## config.mk

```make
export PLATFORM = sky130hd
export DESIGN_NAME = ifp_core
export DESIGN_NICKNAME = d
export VERILOG_FILES = /design/src/core/ifp_pkg.sv /design/src/core/ifp_phase_counter.sv /design/src/core/ifp_multiplier.sv /design/src/core/ifp_core.sv
export SDC_FILE = /design/constraint.sdc
export NUM_CORES = 1
export LEC_CHECK = 0
export BUFFER_PORTS_ARGS = -buffer_cell sky130_fd_sc_hd__buf_4
export CORE_MARGIN = 1.5
export CORE_UTILIZATION = 25
export DETAILED_ROUTE_END_ITERATION = 8
export GPL_TIMING_DRIVEN = 0
export PLACE_DENSITY = 0.43
export REMOVE_ABC_BUFFERS = 1
export SLEW_MARGIN = 20
export SYNTH_ARGS = -nofsm -noshare
export SYNTH_HDL_FRONTEND = slang
export SYNTH_SLANG_ARGS = --single-unit
```

## constraint.sdc

```tcl
create_clock -name sys_clk -period 5.75 [get_ports sys_clk]
set_clock_uncertainty 0.05 [all_clocks]
set_input_delay 0.8625 -clock sys_clk [delete_from_list [all_inputs] [get_ports sys_clk]]
set_output_delay 0.8625 -clock sys_clk [all_outputs]
set_load 0.01 [all_outputs]
```

## src/core/ifp_pkg.sv

```systemverilog
// Shared constants and types of the instruction fetch pipeline.
package ifp_pkg;

   localparam int          IFP_PC_W        = 21;
   localparam int          IFP_WORD_W      = 16;
   localparam int          IFP_DATA_W      = 8;
   localparam int          IFP_ADDR_W      = 12;
   localparam int          IFP_QPHASES     = 4;
   localparam logic [1:0]  IFP_Q_FETCH     = 2'h0;
   localparam logic [1:0]  IFP_Q_READ      = 2'h1;
   localparam logic [1:0]  IFP_Q_EXEC      = 2'h2;
   localparam logic [1:0]  IFP_Q_WRITE     = 2'h3;
   localparam logic [20:0] IFP_PC_RESET    = 21'h000000;
   localparam logic [20:0] IFP_PC_STEP     = 21'h000002;
   localparam logic [15:0] IFP_NOP_WORD    = 16'h0000;
   localparam logic [3:0]  IFP_CONT_TAG    = 4'hF;
   localparam logic [7:0]  IFP_OP_ABSJ     = 8'hEF;
   localparam logic [4:0]  IFP_OP_RELJ     = 5'h1A;
   localparam logic [5:0]  IFP_OP_MUL      = 6'h01;
   localparam logic [7:0]  IFP_OP_MOVLW    = 8'h0E;
   localparam logic [3:0]  IFP_OP_STALL    = 4'h0;
   localparam logic [7:0]  IFP_STALL_CODE  = 8'h0F;

   typedef enum logic [1:0] {
      IFP_RUN,
      IFP_ABS_WAIT,
      IFP_FLUSH,
      IFP_HOLD
   } ifp_state_e;

endpackage

```

## src/core/ifp_phase_counter.sv

```systemverilog
// Divides the oscillator clock into four phases of one instruction cycle.
`timescale 1ns/10ps
module ifp_phase_counter #(
   parameter int PHASES = 4
) (
   // Clock and reset.
   input  wire logic       sys_clk,
   input  wire logic       rst_b,
   // Phase outputs.
   output logic [1:0]      phase,
   output logic            cycle_end
);
   always_ff @(posedge sys_clk or negedge rst_b) begin
      if (!rst_b) begin
         phase <= 2'h0;
      end else if (phase == 2'(PHASES - 1)) begin
         phase <= 2'h0;
      end else begin
         phase <= phase + 2'h1;
      end
   end

   assign cycle_end = (phase == 2'(PHASES - 1));
endmodule

```

## src/core/ifp_multiplier.sv

```systemverilog
// Unsigned eight by eight multiplier producing a sixteen-bit product.
`timescale 1ns/10ps
module ifp_multiplier #(
   parameter int W = 8
) (
   // Operands.
   input  wire logic [W-1:0]   factor_a,
   input  wire logic [W-1:0]   factor_b,
   // Result.
   output logic [2*W-1:0]      product
);
   assign product = {{W{1'b0}}, factor_a} * {{W{1'b0}}, factor_b};
endmodule

```

## src/core/ifp_core.sv

```systemverilog
// Fetch and execute pipeline with jump handling and hardware multiply.
`timescale 1ns/10ps
module ifp_core
   import ifp_pkg::*;
#(
   parameter int STALL_CYCLES = 1
) (
   // Clock and reset.
   input  wire logic                          sys_clk,
   input  wire logic                          rst_b,
   // Program memory, byte wide.
   output logic [ifp_pkg::IFP_PC_W-1:0]       prog_addr,
   input  wire logic [ifp_pkg::IFP_DATA_W-1:0] prog_rdata,
   // Data memory.
   output logic [ifp_pkg::IFP_ADDR_W-1:0]     data_addr,
   output logic                               data_rd,
   input  wire logic [ifp_pkg::IFP_DATA_W-1:0] data_rdata,
   output logic                               data_wr,
   output logic [ifp_pkg::IFP_DATA_W-1:0]     data_wdata,
   // Datapath view.
   output logic [ifp_pkg::IFP_PC_W-1:0]       program_counter,
   output logic [ifp_pkg::IFP_WORD_W-1:0]     instruction_holding_register,
   output logic [ifp_pkg::IFP_DATA_W-1:0]     working_register,
   output logic [ifp_pkg::IFP_DATA_W-1:0]     product_high_byte,
   output logic [ifp_pkg::IFP_DATA_W-1:0]     product_low_byte,
   output logic [1:0]                         phase,
   output logic                               fetch_hold
);
   import ifp_pkg::*;

   ////////////////////////////////////////////////////////////////////////////
   logic [1:0]              q;
   logic                    cycle_end;
   logic [IFP_WORD_W-1:0]   fetch_word;
   logic [IFP_DATA_W-1:0]   fetch_low;
   logic                    prev_multi;
   logic [IFP_DATA_W-1:0]   operand;
   logic [2*IFP_DATA_W-1:0] product;
   logic [IFP_PC_W-1:0]     exec_pc;
   logic [7:0]              hold_count;
   ifp_state_e              state;
   logic                    is_absj;
   logic                    is_relj;
   logic                    is_mul;
   logic                    is_movlw;
   logic                    is_stall;
   logic                    is_lone_cont;
   logic                    exec_valid;
   logic [IFP_PC_W-1:0]     next_target;
   logic [IFP_PC_W-1:0]     rel_disp;
   logic [IFP_PC_W-1:0]     abs_target;

   ifp_phase_counter #(
      .PHASES    (IFP_QPHASES)
   ) u_phase (
      .sys_clk   (sys_clk),
      .rst_b     (rst_b),
      .phase     (q),
      .cycle_end (cycle_end)
   );

   ifp_multiplier #(
      .W         (IFP_DATA_W)
   ) u_mul (
      .factor_a  (working_register),
      .factor_b  (operand),
      .product   (product)
   );

   ////////////////////////////////////////////////////////////////////////////
   // Decode of the held word.
   always_comb begin
      is_absj      = instruction_holding_register[15:8] == IFP_OP_ABSJ;
      is_relj      = instruction_holding_register[15:11] == IFP_OP_RELJ;
      is_mul       = instruction_holding_register[15:10] == IFP_OP_MUL;
      is_movlw     = instruction_holding_register[15:8] == IFP_OP_MOVLW;
      is_stall     = instruction_holding_register[15:8] == IFP_STALL_CODE;
      // A continuation word only acts right behind its first word.
      is_lone_cont = (instruction_holding_register[15:12] == IFP_CONT_TAG) && !prev_multi;
      exec_valid   = (state == IFP_RUN) && !is_lone_cont;
      rel_disp     = {{(IFP_PC_W-12){instruction_holding_register[10]}},
                      instruction_holding_register[10:0], 1'b0};
      next_target  = exec_pc + rel_disp;
      abs_target   = {12'h000, instruction_holding_register[7:0], 1'b0};
   end

   ////////////////////////////////////////////////////////////////////////////
   // Byte fetch: low byte in phase zero at the even address, high byte in phase one.
   always_ff @(posedge sys_clk or negedge rst_b) begin
      if (!rst_b) begin
         prog_addr <= IFP_PC_RESET;
      end else if (q == IFP_Q_FETCH) begin
         prog_addr <= {program_counter[IFP_PC_W-1:1], 1'b1};
      end else if (cycle_end && exec_valid && is_absj) begin
         // The target must be on the bus before the flush cycle fetches its low byte.
         prog_addr <= abs_target;
      end else if (cycle_end && exec_valid && is_relj) begin
         prog_addr <= {next_target[IFP_PC_W-1:1], 1'b0};
      end else begin
         prog_addr <= {program_counter[IFP_PC_W-1:1], 1'b0};
      end
   end

   always_ff @(posedge sys_clk or negedge rst_b) begin
      if (!rst_b) begin
         fetch_low <= 8'h00;
      end else if (q == IFP_Q_FETCH && state != IFP_HOLD) begin
         fetch_low <= prog_rdata;
      end
   end

   always_ff @(posedge sys_clk or negedge rst_b) begin
      if (!rst_b) begin
         fetch_word <= IFP_NOP_WORD;
      end else if (q == IFP_Q_READ && state != IFP_HOLD) begin
         // A held fetch keeps its word, since the counter has already moved past it.
         fetch_word <= {prog_rdata, fetch_low};
      end
   end

   ////////////////////////////////////////////////////////////////////////////
   // Program counter: stepped as the low byte is taken at the end of phase zero, loaded by jumps.
   always_ff @(posedge sys_clk or negedge rst_b) begin
      if (!rst_b) begin
         program_counter <= IFP_PC_RESET;
      end else if (cycle_end && exec_valid && is_absj) begin
         program_counter <= abs_target;
      end else if (cycle_end && exec_valid && is_relj) begin
         program_counter <= {next_target[IFP_PC_W-1:1], 1'b0};
      end else if (q == IFP_Q_FETCH && state != IFP_HOLD) begin
         program_counter <= program_counter + IFP_PC_STEP;
      end
   end

   always_ff @(posedge sys_clk or negedge rst_b) begin
      if (!rst_b) begin
         exec_pc <= IFP_PC_RESET;
      end else if (cycle_end) begin
         exec_pc <= program_counter;
      end
   end

   ////////////////////////////////////////////////////////////////////////////
   // Pipeline control state.
   always_ff @(posedge sys_clk or negedge rst_b) begin
      if (!rst_b) begin
         state <= IFP_RUN;
         hold_count <= 8'h00;
         fetch_hold <= 1'b0;
      end else if (cycle_end) begin
         unique case (state)
            IFP_RUN: begin
               if (exec_valid && (is_absj || is_relj)) begin
                  state <= IFP_FLUSH;
               end else if (exec_valid && is_stall) begin
                  state <= IFP_HOLD;
                  hold_count <= 8'(STALL_CYCLES);
                  fetch_hold <= 1'b1;
               end
            end
            IFP_ABS_WAIT: begin
               state <= IFP_RUN;
            end
            IFP_FLUSH: begin
               state <= IFP_RUN;
            end
            IFP_HOLD: begin
               if (hold_count <= 8'h01) begin
                  state <= IFP_RUN;
                  fetch_hold <= 1'b0;
               end else begin
                  hold_count <= hold_count - 8'h01;
               end
            end
         endcase
      end
   end

   ////////////////////////////////////////////////////////////////////////////
   // Holding register latched at the start of the execution cycle.
   always_ff @(posedge sys_clk or negedge rst_b) begin
      if (!rst_b) begin
         instruction_holding_register <= IFP_NOP_WORD;
         prev_multi <= 1'b0;
      end else if (cycle_end && !(state == IFP_RUN && exec_valid && is_stall)
                   && !(state == IFP_HOLD && hold_count > 8'h01)) begin
         if (state == IFP_RUN && exec_valid && (is_absj || is_relj)) begin
            instruction_holding_register <= IFP_NOP_WORD;
            prev_multi <= 1'b0;
         end else begin
            instruction_holding_register <= fetch_word;
            prev_multi <= exec_valid && is_absj;
         end
      end
   end

   ////////////////////////////////////////////////////////////////////////////
   // Data memory operand read in phase one; data memory is never written back.
   always_ff @(posedge sys_clk or negedge rst_b) begin
      if (!rst_b) begin
         data_addr <= 12'h000;
      end else begin
         data_addr <= {4'h0, instruction_holding_register[7:0]};
      end
   end

   always_ff @(posedge sys_clk or negedge rst_b) begin
      if (!rst_b) begin
         data_rd <= 1'b0;
      end else begin
         data_rd <= exec_valid && is_mul && (q == IFP_Q_FETCH);
      end
   end

   // No instruction of this block writes data memory yet.
   always_ff @(posedge sys_clk or negedge rst_b) begin
      if (!rst_b) begin
         data_wr <= 1'b0;
      end else begin
         data_wr <= 1'b0;
      end
   end

   always_ff @(posedge sys_clk or negedge rst_b) begin
      if (!rst_b) begin
         data_wdata <= 8'h00;
      end else begin
         data_wdata <= 8'h00;
      end
   end

   // The operand is taken while the read strobe still stands.
   always_ff @(posedge sys_clk or negedge rst_b) begin
      if (!rst_b) begin
         operand <= 8'h00;
      end else if (q == IFP_Q_READ) begin
         operand <= data_rdata;
      end
   end

   always_ff @(posedge sys_clk or negedge rst_b) begin
      if (!rst_b) begin
         working_register <= 8'h00;
      end else if (cycle_end && exec_valid && is_movlw) begin
         working_register <= instruction_holding_register[7:0];
      end
   end

   // The product pair only moves on a multiply, so software may read it later.
   always_ff @(posedge sys_clk or negedge rst_b) begin
      if (!rst_b) begin
         product_high_byte <= 8'h00;
         product_low_byte <= 8'h00;
      end else if (q == IFP_Q_WRITE && exec_valid && is_mul) begin
         product_high_byte <= product[15:8];
         product_low_byte <= product[7:0];
      end
   end

   always_ff @(posedge sys_clk or negedge rst_b) begin
      if (!rst_b) begin
         phase <= 2'h0;
      end else begin
         phase <= (q == 2'h3) ? 2'h0 : q + 2'h1;
      end
   end
endmodule

```

Yosys cells after proc, flatten, opt, wreduce, memory -nomap -nowiden
Index checks and enable logic that the tools add are counted.

storage, ports and cells
  register bits after elaboration = 158
  input bits = 18
  output and inout port bits = 107
  logic and storage cells = 95

cells by class
  add/subtract/negate cells = 4
  $mul = 1
  magnitude comparators = 2
  equal/unequal tests = 17
  multiplexer cells = 21
  reductions and logical operators = 33

operator list
  kind                     number
  $mux W21                 6
  $mux W8                  3
  $add A21 B2 Y21 const B  1
  $add A21 B21 Y21         1
  $logic_and A1 B1 Y1      20
  $eq A8 B4 Y1 const B     2
  $mul A8 B8 Y16           1
  $mux W16                 1
  $pmux W8 S2              1
  $ne A2 B2 Y1 const B     5
  $reduce_and A5 Y1        2
  $eq A8 B8 Y1 const B     1
  $gt A8 B1 Y1 const B     1
  $le A8 B1 Y1 const B     1
  $mux W2                  4
  $sub A8 B1 Y8 const B    1
  $eq A2 B2 Y1 const B     3
  $eq A6 B1 Y1 const B     1
  $pmux W2 S3              1
  $eq A5 B5 Y1 const B     1
  $eq A2 B1 Y1 const B     2
  $eq A4 B4 Y1 const B     1
  $logic_not A1 Y1         4
  $logic_not A2 Y1         2
  9 further kinds          12

Logic depth before layout (Yosys ltp)
Gate-level depths: netlist of run 1.

  depth after elaboration = 9
  depth in mapped cells = 17

Modules after synthesis
A second synthesis of run 1 with hierarchy kept.

second synthesis, totals
  cells, all modules = 909
  area total of the unflattened synthesis = 9581.7 um^2

by module, submodules not included
  module             instances  cells an instance  area an instance (um^2)  sequential area each (um^2)
  ifp_core           1          662                7389.6                   3878.7
  ifp_multiplier     1          243                2125.8                   0.0
  ifp_phase_counter  1          4                  66.3                     50.0

Least setup slack after synthesis of run 1
OpenSTA, ideal clock, no wires.

  path type = reg-to-reg
  start point = register working_register[1] (netlist bit)
  end point = register product_high_byte[7] (netlist bit)
  arrival = 4193 ps
  data required time = 5572 ps
  setup slack = 1379 ps
  stages on the path, launching flop included = 16
  clock period less this slack = 4371 ps
  cells stage by stage = dfrtp_1 and2_1 fa_1 fa_1 inv_1 fa_1 fa_1 inv_1 ha_1 o21a_1 o31a_1 o21ai_0 a31oi_1 a221oi_1 xnor2_1 o21ai_0

on the way
  word-level cells in the longest chain between the ends = 1

RTL lines
  item                    line                  RTL
  from (decl)             ifp_core.sv:23        output logic [ifp_pkg::IFP_DATA_W-1:0] working_register,
  from (signal assigned)  ifp_core.sv:245       working_register <= instruction_holding_register[7:0];
  $mul A8 B8 Y16          ifp_multiplier.sv:12  assign product = {{W{1'b0}}, factor_a} * {{W{1'b0}}, factor_b};
  to (signal assigned)    ifp_core.sv:255       product_high_byte <= product[15:8];
  to (decl)               ifp_core.sv:24        output logic [ifp_pkg::IFP_DATA_W-1:0] product_high_byte,

Every way passes these cells.
A chain may end at the register's enable or synchronous reset.

Final worst setup path of run 1
  start point = register working_register[0] (netlist bit)
  end point = register product_high_byte[7] (netlist bit)

The elaborated chain is that of the path after synthesis.

==> impl_metrics.json, run 1 <==
{
  "status": "finished, final reports clean",
  "maxCapViolations": 0,
  "pre_cts_ws_ns": 0.913,
  "antenna_found_initial": 1,
  "crit_family": "adder cells",
  "hold_path_class": "in -> async",
  "fin_tns_setup_ns": 0,
  "final_layout_size_suffix_gt1_share_pct": 20.8,
  "cpMostUsedCell": "fa_1",
  "dieHeight_microns": 198,
  "grt.overflow.total": 0,
  "synth_seq_area_share_pct": 40.8,
  "vias": 6969,
  "critPathLaunchType": "flip-flop",
  "grt_setup_unrepaired": "false",
  "postSynthAreaPerCell_sq_um": 9.98,
  "synth_edf_count": 0,
  "grt_pass1_wl_mm": 41.6,
  "critPathMaxStageDelay_ns": 0.56,
  "post-cts-setup-buffers": 0,
  "yosys_warnings": 0,
  "crit_fanout": 10,
  "start_util_pct": 25.3,
  "ys_top_cells_by_area": "dfrtp_1 41%, ha_1 8.0%, fa_1 7.8%",
  "grt.total_usage_pct": 14.0,
  "worst_slew_pin_slew_ns": 0.956,
  "chipWidth_microns": 198,
  "synth_top_area_cell": "dfrtp_1",
  "clk_latency_ns": 0.44,
  "synth_common_cells": "155 x dfrtp_1, 110 x nand2_1, 76 x inv_1",
  "finalWorstSetupSlack_ns": 0.919,
  "worst-path-buf-inv": 3,
  "num_io_pins": 125,
  "cts-htree-levels": 4,
  "portBuffers": 110,
  "min_period_ns": 4.83,
  "peakVddDrop_mv": 0.183,
  "die_area_sq_mm": 0.0392,
  "synth_most_common_cell": "dfrtp_1",
  "hold_violations": 0,
  "crit_slowest_cell": "fa_1",
  "slew_violations": 0,
  "dr.first_iter.drc_count": 333,
  "cts_tree": "yes",
  "synth_ff_type": "dfrtp_1",
  "route.detailed.drc": 0,
  "cp-startpoint": "working_register[0]",
  "clockBufferDepth": 2,
  "core_area_sq_mm": 0.0376,
  "synth.top_cell.area_share_pct": 40.8,
  "drt_wl_total_mm": 26.2,
  "cts_buffers": 17,
  "syn_to_final_growth_pct": 21.3,
  "cts_resized": 0,
  "ys_ff_latch": 155,
  "ant_nets": 0,
  "cp-end-kind": "flip-flop",
  "ys_types": 61,
  "fmax_ghz": 0.207,
  "firstDrtPassIters": 5,
  "worstSetupPathType": "reg -> reg",
  "root_buffer": "clkbuf_16",
  "setup_viol": 0,
  "avgViaCountPerCell": 4.41,
  "leakagePower_uw": 0.00544,
  "powerDensity_mw_per_mm2": 314,
  "row_count": 71,
  "fillCellCount": 3959,
  "r2r-start": "working_register[0]",
  "synthCells": 953,
  "cts.sinks": 155,
  "fin_nets": 1173,
  "cts_hold_buffers": 0,
  "hpwl_mm": 19.2,
  "worstPathCellList": "nand2_1 > fa_1 > fa_1 > inv_1 > fa_1 > inv_1 > fa_1 > inv_1 > ha_1 > o21a_1 > o31a_1 > o21ai_0 > a31oi_1 > a221oi_1 > xnor2_1 > o21ai_0",
  "arrival_ns": 5.10,
  "grt_pass1_vias": 7202,
  "syn_area_sq_mm": 0.00951,
  "slew_headroom_pct": 36.3,
  "critPathRequiredTime_ns": 6.02,
  "synthArstFlopShare_pct": 100,
  "gp_congestion": 0.821,
  "grt_max_degree": 93,
  "path_clk_slew_ns": 0.07,
  "routedWlPerCell_microns": 16.6,
  "period_share_pct": 84.0
}
final timing paths:
path                                             end  slack [ns]  cells past startpoint
worst max-delay path            product_high_byte[7]        0.92                     16
worst min-delay path                    data_addr[7]        0.31                      1
worst max register to register  product_high_byte[7]        0.92                     16
worst min register to register  product_high_byte[1]        0.43                      2
max in group asynchronous               prog_addr[4]        4.47                      2
min in group sys_clk            product_high_byte[1]        0.43                      2
registers in the layout (all words and copies together) (netlist names):
register and count:
instruction_holding_register 16, program_counter 20, state 2, fetch_hold 1, product_high_byte 8, data_rd 1
u_phase.phase 2, exec_pc 20, operand 8, hold_count 8, fetch_word 16, working_register 8
data_addr 8, fetch_low 8, product_low_byte 8, prog_addr 21
placed cells by master (no fill, tap or decap), types with 6 or more instances in the layout:
cell and count:
a211oi_1 9, a21oi_1 33, a31oi_1 6, and2_1 60
buf_4 109, clkbuf_16 17, conb_1 14, dfrtp_1 155
fa_1 37, ha_1 60, inv_1 76, mux2_2 62
nand2_1 110, nand2b_1 6, nand3_1 26, nand4_1 11
nor2_1 57, o211ai_1 8, o21a_1 7, o21ai_0 54
o31ai_1 6, xnor2_1 30, xor2_1 19
logic make-up (layout without fill, tap and decap cells):
family	after synthesis	in the layout	synth area share, %
compound gates	159	159	10.4
mux	64	64	7.55
simple gates	308	308	15.7
flops	155	155	40.8
fa+ha+maj	98	98	15.8
xor+xnor	49	49	4.51
other cells	1	15	0.0394
buf+inv	119	223	5.26
per-layer routing:
| metal | wire length, microns | GRT usage [%] | vias to the layer above | share of wire, % |
|---|---|---|---|---|
| li1 | - | - | 3428 | - |
| met1 | 12500 | 18.5 | 3410 | 48 |
| met2 | 12400 | 23.0 | 111 | 47 |
| met3 | 976 | 3.07 | 20 | 3.7 |
| met4 | 293 | 3.62 | 0 | 1.1 |
| met5 | 0 | 0 | - | 0 |
power by group:
| part | switching (uW) | internal, uW |
|---|---|---|
| registers | 198 | 1260 |
| logic | 495 | 446 |
| clock network | 525 | 694 |
final cells by class:
cell class              instances  area (sq um)  area share, %
clock buffers                  18           429           3.72
diodes                          1          2.50         0.0217
inverters                      76           285           2.47
multi-input cells             692          5200           45.1
repair buffers                115           918           7.96
flip-flops and latches        155          3880           33.6
clock inverters                14           185           1.61
well taps                     511           639           5.54
stage by stage:
step / power [uW] / hold WS (ns) / instances / util (%) / instance area (sq um)
detailed placement: 2430 / 0.422 / 1549 / 29.1 / 10900
CTS: 3680 / 0.311 / 1581 / 30.7 / 11500
global placement: 2420 / 0.413 / 1544 / 28.8 / 10800
global route: 3850 / 0.338 / 1581 / 30.7 / 11500
floorplan: 2020 / 0.408 / 923 / - / 9350
finish: 3620 / 0.305 / 1582 / 30.7 / 11500
(Power assumes the default switching activity.)
==> inputs of run 2 (changes only) <==
- clock period: 5.75 -> 4.5 ns (I/O delays scaled with it)
==> impl_metrics.json, run 2 (synthesis results as in run 1) <==
{
  "dieHeight_microns": 198,
  "cp.depth": 16,
  "final_layout_size_suffix_gt1_share_pct": 24.9,
  "grt_pass1_vias": 7238,
  "num_io_pins": 125,
  "cp-startpoint": "working_register[1]",
  "firstDrtPassIters": 4,
  "critPathMaxStageDelay_ns": 0.53,
  "cts-htree-levels": 4,
  "start_util_pct": 25.3,
  "whs_ns": 0.118,
  "multi_input_area_sq_mm": 0.00531,
  "reg2reg_depth": 16,
  "r2r-start": "working_register[1]",
  "grt_pass1_wl_mm": 42.0,
  "fmax_ghz": 0.230,
  "crit_fanout": 6,
  "critPathRequiredTime_ns": 4.77,
  "fin_util_pct": 31.5,
  "clk_latency_ns": 0.44,
  "maxCapViolations": 0,
  "layout_commonest_cell": "dfrtp_1",
  "root_buffer": "clkbuf_16",
  "worst-path-buf-inv": 3,
  "grt.total_usage_pct": 14.0,
  "gp_congestion": 0.821,
  "regMostFlops": "prog_addr",
  "route.detailed.drc": 0,
  "clockBufferDepth": 2,
  "slew_violations": 0,
  "chipWidth_microns": 198,
  "row_count": 71,
  "postPlaceCellArea_sq_mm": 0.0109,
  "arrival_ns": 4.62,
  "min_period_ns": 4.36,
  "cts.sinks": 155,
  "vias": 7067,
  "peakVddDrop_mv": 0.233,
  "avgViaCountPerCell": 4.41,
  "fin_nets": 1194,
  "crit_slowest_cell": "fa_1",
  "worstPathCellList": "nand2_2 > fa_1 > fa_1 > inv_1 > fa_1 > inv_1 > fa_1 > inv_1 > ha_1 > o21a_2 > o31a_1 > o21ai_2 > a31oi_4 > a221oi_2 > xnor2_1 > o21ai_0",
  "portBuffers": 110,
  "ant_nets": 0,
  "setup_viol": 0,
  "status": "finished, final reports clean",
  "syn_to_final_growth_pct": 24.3,
  "largest_register_ffs": 21,
  "cts_buffers": 17,
  "cts_tree": "yes",
  "slew_headroom_pct": 36.9,
  "final_cell_mix": "143 x dfrtp_1, 130 x buf_4, 108 x nand2_1",
  "dr.first_iter.drc_count": 294,
  "critPathLaunchType": "flip-flop",
  "path_clk_slew_ns": 0.07,
  "hold_violations": 0,
  "drt_wl_total_mm": 26.4,
  "powerDensity_mw_per_mm2": 393,
  "grt.overflow.total": 0,
  "crit_family": "adder cells",
  "hpwl_mm": 19.2,
  "leakagePower_uw": 0.00554,
  "cpMostUsedCell": "fa_1",
  "worstSetupPathType": "reg -> reg",
  "regArea_sq_mm": 0.00389,
  "fillCellCount": 3939,
  "routedWlPerCell_microns": 16.5,
  "antenna_found_initial": 1,
  "cp-end-kind": "flip-flop",
  "fin_tns_setup_ns": 0,
  "die_area_sq_mm": 0.0392,
  "hold_path_class": "in -> async",
  "core_area_sq_mm": 0.0376,
  "period_share_pct": 96.8,
  "worst_slew_pin_slew_ns": 0.946,
  "grt_max_degree": 93,
  "ff2ff_setup_slack_ns": 0.14,
  "design_area_sq_mm": 0.0118,
  "power_uw": 4640,
  "reg.largest.list": "prog_addr (21), exec_pc (20), program_counter (20)"
}
## run 2: changes by cell type in the layout (fill, tap and decap cells not counted), sizes merged
cell and delta:
buf +21
## run 2: where the power goes
part	switching (uW)	internal [uW]	leakage [uW]
clock network	672	887	0.000290
registers	249	1610	0.00192
logic	642	580	0.00332
total	1560	3080	0.00554
## run 2: final timing paths
kind	to
min in group sys_clk	operand[2]
max reg2reg	product_high_byte[7]
max in group asynchronous	prog_addr[4]
min reg2reg	product_high_byte[5]
min	data_addr[7]
max	product_high_byte[7]
## run 2: final cells by class
class                      instances  area share [%]
timing repair buffer             136            9.10
clock inverter                    14            1.57
clock buffer                      18            3.63
sequential                       155            32.9
multi-input combinational        692            44.9
inverter                          76            2.41
tap                              511            5.41
antenna                            1          0.0212
## run 2: per-stage QoR
stage,worst slack (ns),cells
3_3_place_gp,-0.344,1544
5_1_grt,-0.00786,1602
2_1_floorplan,0.127,923
4_1_cts,-0.0349,1583
6_report,0.145,1603
3_5_place_dp,-0.337,1549
## run 2: what timing repair did
item                                    CTS  global route
endpoints found under the setup margin    6             7
pin swaps                                 1            11
hold buffers                              0             0
gates resized for setup                  18            16
setup buffers                             2            19
## run 2: layer usage
metal	track usage [%]	part of all wire [%]	up-vias	wire (microns)
li1	-	-	3467	-
met1	18.7	48	3486	12700
met2	23.1	48	94	12600
met3	2.95	3.3	20	883
met4	3.70	1.1	0	291
met5	0	0	-	0
